### config.mk
export PLATFORM = sky130hd
export DESIGN_NAME = ast_transceiver
export DESIGN_NICKNAME = d
export VERILOG_FILES = /design/src/design/ast_pkg.sv /design/src/design/ast_transceiver.sv
export SDC_FILE = /design/constraint.sdc
export NUM_CORES = 1
export LEC_CHECK = 0
export BUFFER_PORTS_ARGS = -buffer_cell sky130_fd_sc_hd__buf_2
export CORE_AREA = 2 2 126 128
export CTS_CLUSTER_SIZE = 30
export DETAILED_ROUTE_END_ITERATION = 7
export DIE_AREA = 0 0 128 130
export PLACE_DENSITY = 0.6
export SETUP_SLACK_MARGIN = 0.5
export SYNTH_ARGS = -nofsm -noshare
export SYNTH_HDL_FRONTEND = slang
export SYNTH_SLANG_ARGS = --single-unit
### constraint.sdc
create_clock -name clk_i -period 3.8 [get_ports clk_i]
set_input_delay 0.38 -clock clk_i [delete_from_list [all_inputs] [get_ports clk_i]]
set_output_delay 0.38 -clock clk_i [all_outputs]
set_load 0.01 [all_outputs]
### src/design/ast_pkg.sv
package ast_pkg;
  // bit timing: 16x tick = clk / (divisor + 1); one bit lasts 16 ticks
  localparam int unsigned OVERSAMPLE      = 16;
  localparam logic [3:0]  SAMPLE_LAST     = 4'hF;
  localparam logic [3:0]  SAMPLE_MID      = 4'h7;
  localparam logic [3:0]  DATA_BITS_8     = 4'h8;
  localparam logic [3:0]  DATA_BITS_9     = 4'h9;
  localparam logic [15:0] DIVISOR_RESET   = 16'h0000;
  localparam logic [8:0]  TX_SHIFT_RESET  = 9'h1FF;
  localparam logic [1:0]  RX_SYNC_RESET   = 2'h3;
  localparam logic [2:0]  RX_VOTE_RESET   = 3'h7;
  localparam int unsigned FIFO_DEPTH      = 2;

  // transmit states in frame order: idle, start bit, data bits, stop bit
  typedef enum logic [1:0] {
    AST_TX_IDLE  = 2'b00,
    AST_TX_START = 2'b01,
    AST_TX_DATA  = 2'b11,
    AST_TX_STOP  = 2'b10
  } ast_tx_state_t;

  typedef enum logic [1:0] {
    AST_RX_HUNT  = 2'b00,
    AST_RX_START = 2'b01,
    AST_RX_DATA  = 2'b11,
    AST_RX_STOP  = 2'b10
  } ast_rx_state_t;

  // one received character with its framing status
  typedef struct packed {
    logic       framing_error;
    logic [8:0] data;
  } ast_rx_char_t;

  typedef struct packed {
    logic serial_port_enable;
    logic clocked_mode_select;
    logic transmit_enable;
    logic receive_continuous_enable;
    logic nine_bit_mode;
    logic tx_polarity_invert;
    logic wide_divisor;
  } ast_cfg_t;
endpackage : ast_pkg

### src/design/ast_transceiver.sv
`timescale 1ns/1ns
// Behaviour
// idle line at mark, NRZ data bits
// frame is start, 8/9 data, stop
// every transmitted bit lasts one bit period
// 8- or 16-bit divider sets bit timing
// data shifted least significant bit first
// both directions share format and rate
// no parity; ninth bit carried plainly
// shift register loaded only from holding buffer
// transmit needs enable, async mode, port on
// port enable drives transmit pin output
// empty flag sets when transmit enabled
// holding write starts send, moves if idle
// queued char moves after stop, start follows
// polarity invert flips idle and data
// empty flag clear only busy and queued; code also clears it while transmit is off
// empty flag valid two cycles after write
// empty flag is read-only
// interrupt gated by enable, flag not
// receive sampled at sixteen times baud
// complete character enters two-entry FIFO
// received data only via data register read
// receive needs enable, async mode, port on
// false start abandoned without error
// mid-bit majority vote per data bit
// zero stop sample sets framing error
// data-available flag set while FIFO holds char; code also clears it while receive is off
// overrun on full FIFO blocks reception
module ast_transceiver (
  // clock and reset
  input  wire logic                  clk_i,
  input  wire logic                  rst_i,
  // configuration
  input  wire ast_pkg::ast_cfg_t     cfg_i,
  input  wire logic [15:0]           baud_divisor_i,
  input  wire logic                  tx_irq_enable_i,
  // transmit holding buffer write
  input  wire logic                  tx_write_i,
  input  wire logic [8:0]            tx_data_i,
  // receive data register read
  input  wire logic                  rx_read_i,
  output logic [8:0]                 rx_data_o,
  output logic                       rx_framing_error_o,
  input  wire logic                  overrun_clear_i,
  // status
  output logic                       transmit_buffer_empty_flag_o,
  output logic                       tx_irq_o,
  output logic                       receive_data_available_flag_o,
  output logic                       overrun_o,
  output logic                       tx_busy_o,
  // pins
  output logic                       transmit_pin_o,
  output logic                       transmit_pin_oe_o,
  input  wire logic                  receive_pin_i
);

  logic tx_on;
  logic rx_on;
  assign tx_on = cfg_i.transmit_enable & ~cfg_i.clocked_mode_select & cfg_i.serial_port_enable;
  assign rx_on = cfg_i.receive_continuous_enable & ~cfg_i.clocked_mode_select
               & cfg_i.serial_port_enable;

  // one shared 16x tick keeps both directions at the same rate
  logic [15:0] div_cnt_q;
  logic [15:0] div_limit;
  logic        os_tick;
  assign div_limit = cfg_i.wide_divisor ? baud_divisor_i : {8'h00, baud_divisor_i[7:0]};
  // compare with >= so a divisor lowered mid-count cannot wrap the counter for 65k clocks
  assign os_tick   = (div_cnt_q >= div_limit);

  always_ff @(posedge clk_i or posedge rst_i) begin
    if (rst_i) begin
      div_cnt_q <= ast_pkg::DIVISOR_RESET;
    end else if (!cfg_i.serial_port_enable || os_tick) begin
      div_cnt_q <= ast_pkg::DIVISOR_RESET;
    end else begin
      div_cnt_q <= div_cnt_q + 16'h0001;
    end
  end

  logic [3:0] data_bits;
  assign data_bits = cfg_i.nine_bit_mode ? ast_pkg::DATA_BITS_9 : ast_pkg::DATA_BITS_8;

  // ---------------- transmitter ----------------
  ast_pkg::ast_tx_state_t tx_state_q;
  logic [8:0] hold_q;
  logic       hold_full_q;
  logic [8:0] shift_q;
  logic [3:0] tx_os_q;
  logic [3:0] tx_bit_q;
  logic       tx_line_q;
  logic       tx_bit_end;
  logic       load_shift;
  logic       tx_idle;

  assign tx_bit_end = os_tick && (tx_os_q == ast_pkg::SAMPLE_LAST);
  assign tx_idle    = (tx_state_q == ast_pkg::AST_TX_IDLE);
  // idle shift register takes the queued char; after stop that is the next cycle
  assign load_shift = tx_on && hold_full_q && tx_idle;

  always_ff @(posedge clk_i or posedge rst_i) begin
    if (rst_i) begin
      hold_q      <= 9'h000;
      hold_full_q <= 1'b0;
    end else if (!tx_on) begin
      hold_full_q <= 1'b0;
    end else if (tx_write_i) begin
      hold_q      <= tx_data_i;
      hold_full_q <= 1'b1;
    end else if (load_shift) begin
      hold_full_q <= 1'b0;
    end
  end

  always_ff @(posedge clk_i or posedge rst_i) begin
    if (rst_i) begin
      tx_state_q <= ast_pkg::AST_TX_IDLE;
      shift_q    <= ast_pkg::TX_SHIFT_RESET;
      tx_os_q    <= 4'h0;
      tx_bit_q   <= 4'h0;
      tx_line_q  <= 1'b1;
    end else if (!tx_on) begin
      tx_state_q <= ast_pkg::AST_TX_IDLE;
      tx_line_q  <= 1'b1;
    end else begin
      if (os_tick) begin
        tx_os_q <= tx_os_q + 4'h1;
      end
      unique case (tx_state_q)
        ast_pkg::AST_TX_IDLE: begin
          tx_line_q <= 1'b1;
          if (load_shift) begin
            shift_q    <= hold_q;
            tx_state_q <= ast_pkg::AST_TX_START;
            tx_line_q  <= 1'b0;
            tx_os_q    <= 4'h0;
          end
        end
        ast_pkg::AST_TX_START: begin
          if (tx_bit_end) begin
            tx_state_q <= ast_pkg::AST_TX_DATA;
            tx_line_q  <= shift_q[0];
            shift_q    <= {1'b1, shift_q[8:1]};
            tx_bit_q   <= 4'h1;
          end
        end
        ast_pkg::AST_TX_DATA: begin
          if (tx_bit_end) begin
            if (tx_bit_q == data_bits) begin
              tx_state_q <= ast_pkg::AST_TX_STOP;
              tx_line_q  <= 1'b1;
            end else begin
              tx_line_q <= shift_q[0];
              shift_q   <= {1'b1, shift_q[8:1]};
              tx_bit_q  <= tx_bit_q + 4'h1;
            end
          end
        end
        ast_pkg::AST_TX_STOP: begin
          if (tx_bit_end) begin
            tx_state_q <= ast_pkg::AST_TX_IDLE;
          end
        end
      endcase
    end
  end

  // flag lags a write by one register so it settles on the second cycle
  logic tbe_q;
  always_ff @(posedge clk_i or posedge rst_i) begin
    if (rst_i) begin
      tbe_q <= 1'b0;
    end else begin
      tbe_q <= tx_on && !(hold_full_q && !load_shift);
    end
  end

  assign transmit_buffer_empty_flag_o = tbe_q;
  assign tx_irq_o          = tbe_q & tx_irq_enable_i;
  assign tx_busy_o         = ~tx_idle;
  assign transmit_pin_o    = tx_line_q ^ (cfg_i.tx_polarity_invert & ~cfg_i.clocked_mode_select);
  assign transmit_pin_oe_o = cfg_i.serial_port_enable;

  // ---------------- receiver ----------------
  logic [1:0] rx_sync_q;
  logic [2:0] vote_q;
  logic       rx_bit;
  always_ff @(posedge clk_i or posedge rst_i) begin
    if (rst_i) begin
      rx_sync_q <= ast_pkg::RX_SYNC_RESET;
    end else begin
      rx_sync_q <= {rx_sync_q[0], receive_pin_i};
    end
  end

  always_ff @(posedge clk_i or posedge rst_i) begin
    if (rst_i) begin
      vote_q <= ast_pkg::RX_VOTE_RESET;
    end else if (os_tick) begin
      vote_q <= {vote_q[1:0], rx_sync_q[1]};
    end
  end
  // last three 16x samples, the newest taken just before bit centre
  assign rx_bit = (vote_q[0] & vote_q[1]) | (vote_q[0] & vote_q[2]) | (vote_q[1] & vote_q[2]);

  ast_pkg::ast_rx_state_t rx_state_q;
  logic [3:0] rx_os_q;
  logic [3:0] rx_bit_q;
  logic [8:0] rx_shift_q;
  logic       rx_done;
  logic       rx_fe;
  logic       rx_mid;
  logic       overrun_q;
  assign rx_mid = os_tick && (rx_os_q == ast_pkg::SAMPLE_MID);

  always_ff @(posedge clk_i or posedge rst_i) begin
    if (rst_i) begin
      rx_state_q <= ast_pkg::AST_RX_HUNT;
      rx_os_q    <= 4'h0;
      rx_bit_q   <= 4'h0;
      rx_shift_q <= 9'h000;
      rx_done    <= 1'b0;
      rx_fe      <= 1'b0;
    end else begin
      rx_done <= 1'b0;
      if (os_tick) begin
        rx_os_q <= rx_os_q + 4'h1;
      end
      if (!rx_on) begin
        rx_state_q <= ast_pkg::AST_RX_HUNT;
      end else begin
        unique case (rx_state_q)
          ast_pkg::AST_RX_HUNT: begin
            // a low sample counts only after a high one, so a low stop bit starts no phantom frame
            if (os_tick && vote_q[0] && !rx_sync_q[1] && !overrun_q) begin
              rx_state_q <= ast_pkg::AST_RX_START;
              rx_os_q    <= 4'h1;
            end
          end
          ast_pkg::AST_RX_START: begin
            if (rx_mid) begin
              if (rx_bit) begin
                rx_state_q <= ast_pkg::AST_RX_HUNT;
              end else begin
                rx_state_q <= ast_pkg::AST_RX_DATA;
                rx_bit_q   <= 4'h0;
              end
            end
          end
          ast_pkg::AST_RX_DATA: begin
            if (rx_mid) begin
              rx_bit_q <= rx_bit_q + 4'h1;
              if (cfg_i.nine_bit_mode) begin
                rx_shift_q <= {rx_bit, rx_shift_q[8:1]};
              end else begin
                rx_shift_q <= {1'b0, rx_bit, rx_shift_q[7:1]};
              end
              if (rx_bit_q + 4'h1 == data_bits) begin
                rx_state_q <= ast_pkg::AST_RX_STOP;
              end
            end
          end
          ast_pkg::AST_RX_STOP: begin
            if (rx_mid) begin
              rx_fe      <= ~rx_bit;
              rx_done    <= 1'b1;
              rx_state_q <= ast_pkg::AST_RX_HUNT;
            end
          end
        endcase
      end
    end
  end

  // two-entry buffer; producer ready is FIFO not full, consumer is the read strobe
  ast_pkg::ast_rx_char_t fifo_q [ast_pkg::FIFO_DEPTH];
  logic [1:0] count_q;
  logic       wr_ptr_q;
  logic       rd_ptr_q;
  logic       fifo_ready;
  logic       fifo_valid;
  logic       push;
  logic       pop;
  assign fifo_ready = (count_q != 2'h2);
  assign fifo_valid = (count_q != 2'h0);
  assign pop  = rx_read_i && fifo_valid;
  assign push = rx_done && (fifo_ready || pop) && !overrun_q;

  always_ff @(posedge clk_i or posedge rst_i) begin
    if (rst_i) begin
      count_q  <= 2'h0;
      wr_ptr_q <= 1'b0;
      rd_ptr_q <= 1'b0;
    end else begin
      if (push) begin
        fifo_q[wr_ptr_q] <= '{framing_error: rx_fe, data: rx_shift_q};
        wr_ptr_q         <= ~wr_ptr_q;
      end
      if (pop) begin
        rd_ptr_q <= ~rd_ptr_q;
      end
      count_q <= count_q + {1'b0, push} - {1'b0, pop};
    end
  end

  // set wins over clear so an overrun in the clearing cycle survives
  always_ff @(posedge clk_i or posedge rst_i) begin
    if (rst_i) begin
      overrun_q <= 1'b0;
    end else if (rx_done && !fifo_ready && !pop) begin
      overrun_q <= 1'b1;
    end else if (overrun_clear_i || !rx_on) begin
      overrun_q <= 1'b0;
    end
  end

  always_ff @(posedge clk_i or posedge rst_i) begin
    if (rst_i) begin
      rx_data_o          <= 9'h000;
      rx_framing_error_o <= 1'b0;
    end else if (pop) begin
      rx_data_o          <= fifo_q[rd_ptr_q].data;
      rx_framing_error_o <= fifo_q[rd_ptr_q].framing_error;
    end
  end

  assign receive_data_available_flag_o = rx_on && fifo_valid;
  assign overrun_o = overrun_q;
endmodule : ast_transceiver

==> flow_metrics.py <==
metrics = {
    "synthesis": {
        "count_of_cell_types_in_the_netlist": 59,
        "yosysSeqAreaShare": 0.5409,
        "syn_avg_cell_area_um2": 11.36,
        "synth-async-reset-ratio": 0.8148,
        "synth_edf_count": 20,
        "syn-num-nets": 521,
        "post_synthesis_cell_area_um2": 5216,
        "netlist_instances": 459,
        "post-synth-top-area-cell": "sky130_fd_sc_hd__dfrtp_1",
        "synth_warnings": 0,
        "number_of_synthesized_register_bits": 108,
        "yosysTopAreaCellShare": 0.3502,
        "synthFlopType": "sky130_fd_sc_hd__dfrtp_1",
        "yosys-top-cells-area": "sky130_fd_sc_hd__dfrtp_1 35%, sky130_fd_sc_hd__edfxtp_1 12%, sky130_fd_sc_hd__dfstp_2 7.6%",
    },
    "layout": {
        "area.growth.synth_to_final_pct": 15.90,
        "finalCoreUtilization": 0.3920,
        "antenna-diode-count": 0,
        "finish.net_count": 581,
        "drive_gt1_frac": 0.2481,
        "final-instance-count-excl-fill": 716,
    },
    "place": {
        "post-place-cells": 700,
        "place_worst_setup_slack_ns": 0.9760,
        "numPortBuffers": 55,
        "gpl.final_weighted_congestion": 0.7814,
        "hpwl_um": 7294,
    },
    "global_route": {
        "largest_net_degree_at_the_start_of_global_routing": 39,
        "grt_first_pass_wirelength_um": 17020,
        "grt_usage": 0.1287,
        "via_count_of_the_first_global_routing_pass": 3454,
        "overflow": 0,
        "antenna_found_initial": 0,
    },
    "clock_tree": {
        "cts_buffers": 9,
        "clk-insertion-delay-late_ns": 0.36,
        "tritoncts": "built",
        "cts.path.max_buffers": 2,
        "tritoncts_num_sinks": 108,
        "clk_root_buffer_cell": "sky130_fd_sc_hd__clkbuf_16",
        "postCtsSetupRepairBufs": 0,
        "number_of_hold_repair_buffers_added_at_the_cts_stage": 0,
        "register_clock_pin_slew_on_the_reported_worst_setup_and_hold_paths_ns": 0.08,
        "post_cts_resized": 0,
        "cts_htree_levels": 3,
    },
    "sta": {
        "final.setup.tns_ns": 0,
        "hold_viol_final": 0,
        "relSlewSlack": 0.4438,
        "rsz0062_at_grt": "no",
        "final_min_period_over_clock_period": 0.7345,
        "timing.fmax_mhz": 358.3,
        "period_needed_ns": 2.791,
        "setup_slack_of_the_critical_path_after_layout_ns": 1.009,
        "max_slew.worst_pin.slew_ns": 0.8307,
        "final.hold.worst_slack_ns": 0.1124,
        "skew_ns": 0.008621,
        "setup_violations": 0,
        "slew_violations": 0,
    },
    "setup_path": {
        "critical_path_depth": 8,
        "cp_data_required_time_ns": 4.08,
        "setup.worst_path.end_class": "flop",
        "cp-startpoint": "div_cnt_q[0]",
        "critPathLaunchType": "flop",
        "critPathSlowestCell": "sky130_fd_sc_hd__a2111oi_1",
        "r2r_setup_slack_ns": 1.01,
        "worstSetupEndpoint": "shift_q[2]",
        "crit_buf_inv": 1,
        "critical_path_peak_fanout": 9,
        "ff2ff_path_depth": 8,
        "worst_path_dominant_cell_family": "compound AO/OA/AOI/OAI gates",
        "timing_worst_setup_path_type": "reg -> reg",
        "r2r_start": "div_cnt_q[0]",
        "crit_arrival_ns": 3.07,
        "worstReg2RegEnd": "shift_q[2]",
        "critical-path-max-stage-delay_ns": 0.57,
        "critical_path.cell_chain": "inv_1 -> ha_1 -> nand2b_1 -> a2111oi_1 -> o32ai_4 -> o21ai_4 -> a21o_1 -> mux2_1",
    },
    "drt": {
        "antenna_left": 0,
        "drc": 0,
        "wire_per_inst_um": 13.85,
        "violation_count_after_the_first_detailed_route_iteration": 142,
        "vias_post_dr": 3553,
        "route.detailed.vias_per_inst": 4.962,
        "detailedRoute.firstPassIterationCount": 6,
        "drt_wl_total_um": 9917,
    },
    "die": {
        "rows": 46,
        "die-area_um2": 16640,
        "placeableCoreArea_um2": 15420,
        "start_util": 0.3382,
        "dieWidth_um": 128,
        "die_y_um": 130,
        "design.portCount": 56,
    },
    "run_status": {
        "status": "finished clean",
    },
    "power": {
        "power_density_nw_per_um2": 406.4,
        "cellLeakagePower_nw": 2.676,
        "worst_ir_drop_vdd_mv": 0.1890,
    },
    "worst_hold_path": {
        "hold_path_class": "in -> async",
    },
    "job": {
        "cap_violations": 0,
    },
}
==> kinds of logic after synthesis <==
group,Yosys count,share of synthesized area
muxes,46,0.09643
adders and majority gates,24,0.05709
xor gates and xnor gates,21,0.03526
AOI/OAI and AO/OA,75,0.1017
buffers and inverters,32,0.02567
and+or+nand+nor,153,0.1430
DFF,108,0.5409
==> area by class of cell <==
type                       instances  area (µm²)
timing repair buffer              60       312.8
tap                              192       240.2
clock buffer                       9       225.2
inverter                          21       80.08
sequential                       108        2821
clock inverter                     7       100.1
multi-input combinational        319        2266
fill                            1483        9379
==> cells in the mapped netlist, types with 3 or more instances <==
cell and instances:
sky130_fd_sc_hd__o31ai_1 8, sky130_fd_sc_hd__nor2_1 37, sky130_fd_sc_hd__and2_1 6, sky130_fd_sc_hd__nand2_1 52
sky130_fd_sc_hd__o21ai_0 24, sky130_fd_sc_hd__nand3_1 13, sky130_fd_sc_hd__mux2_1 8, sky130_fd_sc_hd__xnor2_1 10
sky130_fd_sc_hd__dfstp_2 15, sky130_fd_sc_hd__a211o_1 3, sky130_fd_sc_hd__a21o_1 5, sky130_fd_sc_hd__nand2b_1 7
sky130_fd_sc_hd__mux2_2 26, sky130_fd_sc_hd__nor3_1 5, sky130_fd_sc_hd__dfrtp_1 73, sky130_fd_sc_hd__or3_1 3
sky130_fd_sc_hd__inv_1 21, sky130_fd_sc_hd__xor2_1 11, sky130_fd_sc_hd__nand4_1 5, sky130_fd_sc_hd__buf_4 3
sky130_fd_sc_hd__mux2i_1 12, sky130_fd_sc_hd__nor2b_1 3, sky130_fd_sc_hd__and3_1 6, sky130_fd_sc_hd__clkbuf_1 4
sky130_fd_sc_hd__a21oi_1 14, sky130_fd_sc_hd__edfxtp_1 20, sky130_fd_sc_hd__a22o_1 3, sky130_fd_sc_hd__ha_1 23
==> metal layers <==
metal  vias to the layer above  wire [µm]  global-route usage
met4                         0        194             0.06529
met2                        56       4763              0.2064
met3                        12        283             0.02337
met1                      1742       4675              0.1688
met5                         -          0                   0
li1                       1743          -                   -
==> per-stage QoR <==
step | total power [mW] | cell area (µm²)
finish | 2.457 | 6046
global route | 2.571 | 6046
CTS | 2.492 | 6046
detailed placement | 1.480 | 5720
global placement | 1.471 | 5720
floorplan | 1.420 | 5216
==> report_power, final <==
group | internal (mW) | leakage, nW | switching (mW)
registers | 1.25 | 1.29 | 0.0384
logic | 0.0867 | 1.22 | 0.0818
clock network | 0.537 | 0.160 | 0.467
total | 1.87 | 2.68 | 0.588
==> worst reg2reg max path, cell delays in order (launching register included) <==
cell	delay, ns
sky130_fd_sc_hd__dfrtp_1	0.44
sky130_fd_sc_hd__inv_1	0.07
sky130_fd_sc_hd__ha_1	0.26
sky130_fd_sc_hd__nand2b_1	0.14
sky130_fd_sc_hd__a2111oi_1	0.57
sky130_fd_sc_hd__o32ai_4	0.24
sky130_fd_sc_hd__o21ai_4	0.28
sky130_fd_sc_hd__a21o_1	0.37
sky130_fd_sc_hd__mux2_1	0.36
==> registers in the layout, summed over array words and instances (netlist names), 3 cells and up <==
name and flops:
div_cnt_q 16, fifo_q 20, hold_q 9, rx_bit_q 4, rx_data_o 9, rx_os_q 4
rx_shift_q 9, shift_q 9, tx_bit_q 4, tx_os_q 4, vote_q 3
==> how the worst min path moves through the flow <==
stage,start,to
after global placement,rx_sync_q[0],rx_sync_q[1]
after detailed placement,rx_sync_q[0],rx_sync_q[1]
after floorplan,rx_sync_q[0],rx_sync_q[1]
after global routing,receive_pin_i,rx_sync_q[0]
final,rst_i,rx_framing_error_o
after CTS,receive_pin_i,rx_sync_q[0]
==> cell usage in the layout (no fill, tap or decap), types with 8 or more instances in the layout <==
cell | synthesis | layout
sky130_fd_sc_hd__a21oi_1 | 14 | 14
sky130_fd_sc_hd__buf_2 | 2 | 55
sky130_fd_sc_hd__clkbuf_16 | 0 | 9
sky130_fd_sc_hd__dfrtp_1 | 73 | 73
sky130_fd_sc_hd__dfstp_2 | 15 | 15
sky130_fd_sc_hd__edfxtp_1 | 20 | 20
sky130_fd_sc_hd__ha_1 | 23 | 23
sky130_fd_sc_hd__inv_1 | 21 | 20
sky130_fd_sc_hd__mux2_1 | 8 | 8
sky130_fd_sc_hd__mux2_2 | 26 | 26
sky130_fd_sc_hd__mux2i_1 | 12 | 12
sky130_fd_sc_hd__nand2_1 | 52 | 52
sky130_fd_sc_hd__nand3_1 | 13 | 13
sky130_fd_sc_hd__nor2_1 | 37 | 37
sky130_fd_sc_hd__o21ai_0 | 24 | 23
sky130_fd_sc_hd__o31ai_1 | 8 | 8
sky130_fd_sc_hd__xnor2_1 | 10 | 10
sky130_fd_sc_hd__xor2_1 | 11 | 11
Power figures use the tool's default switching activity.
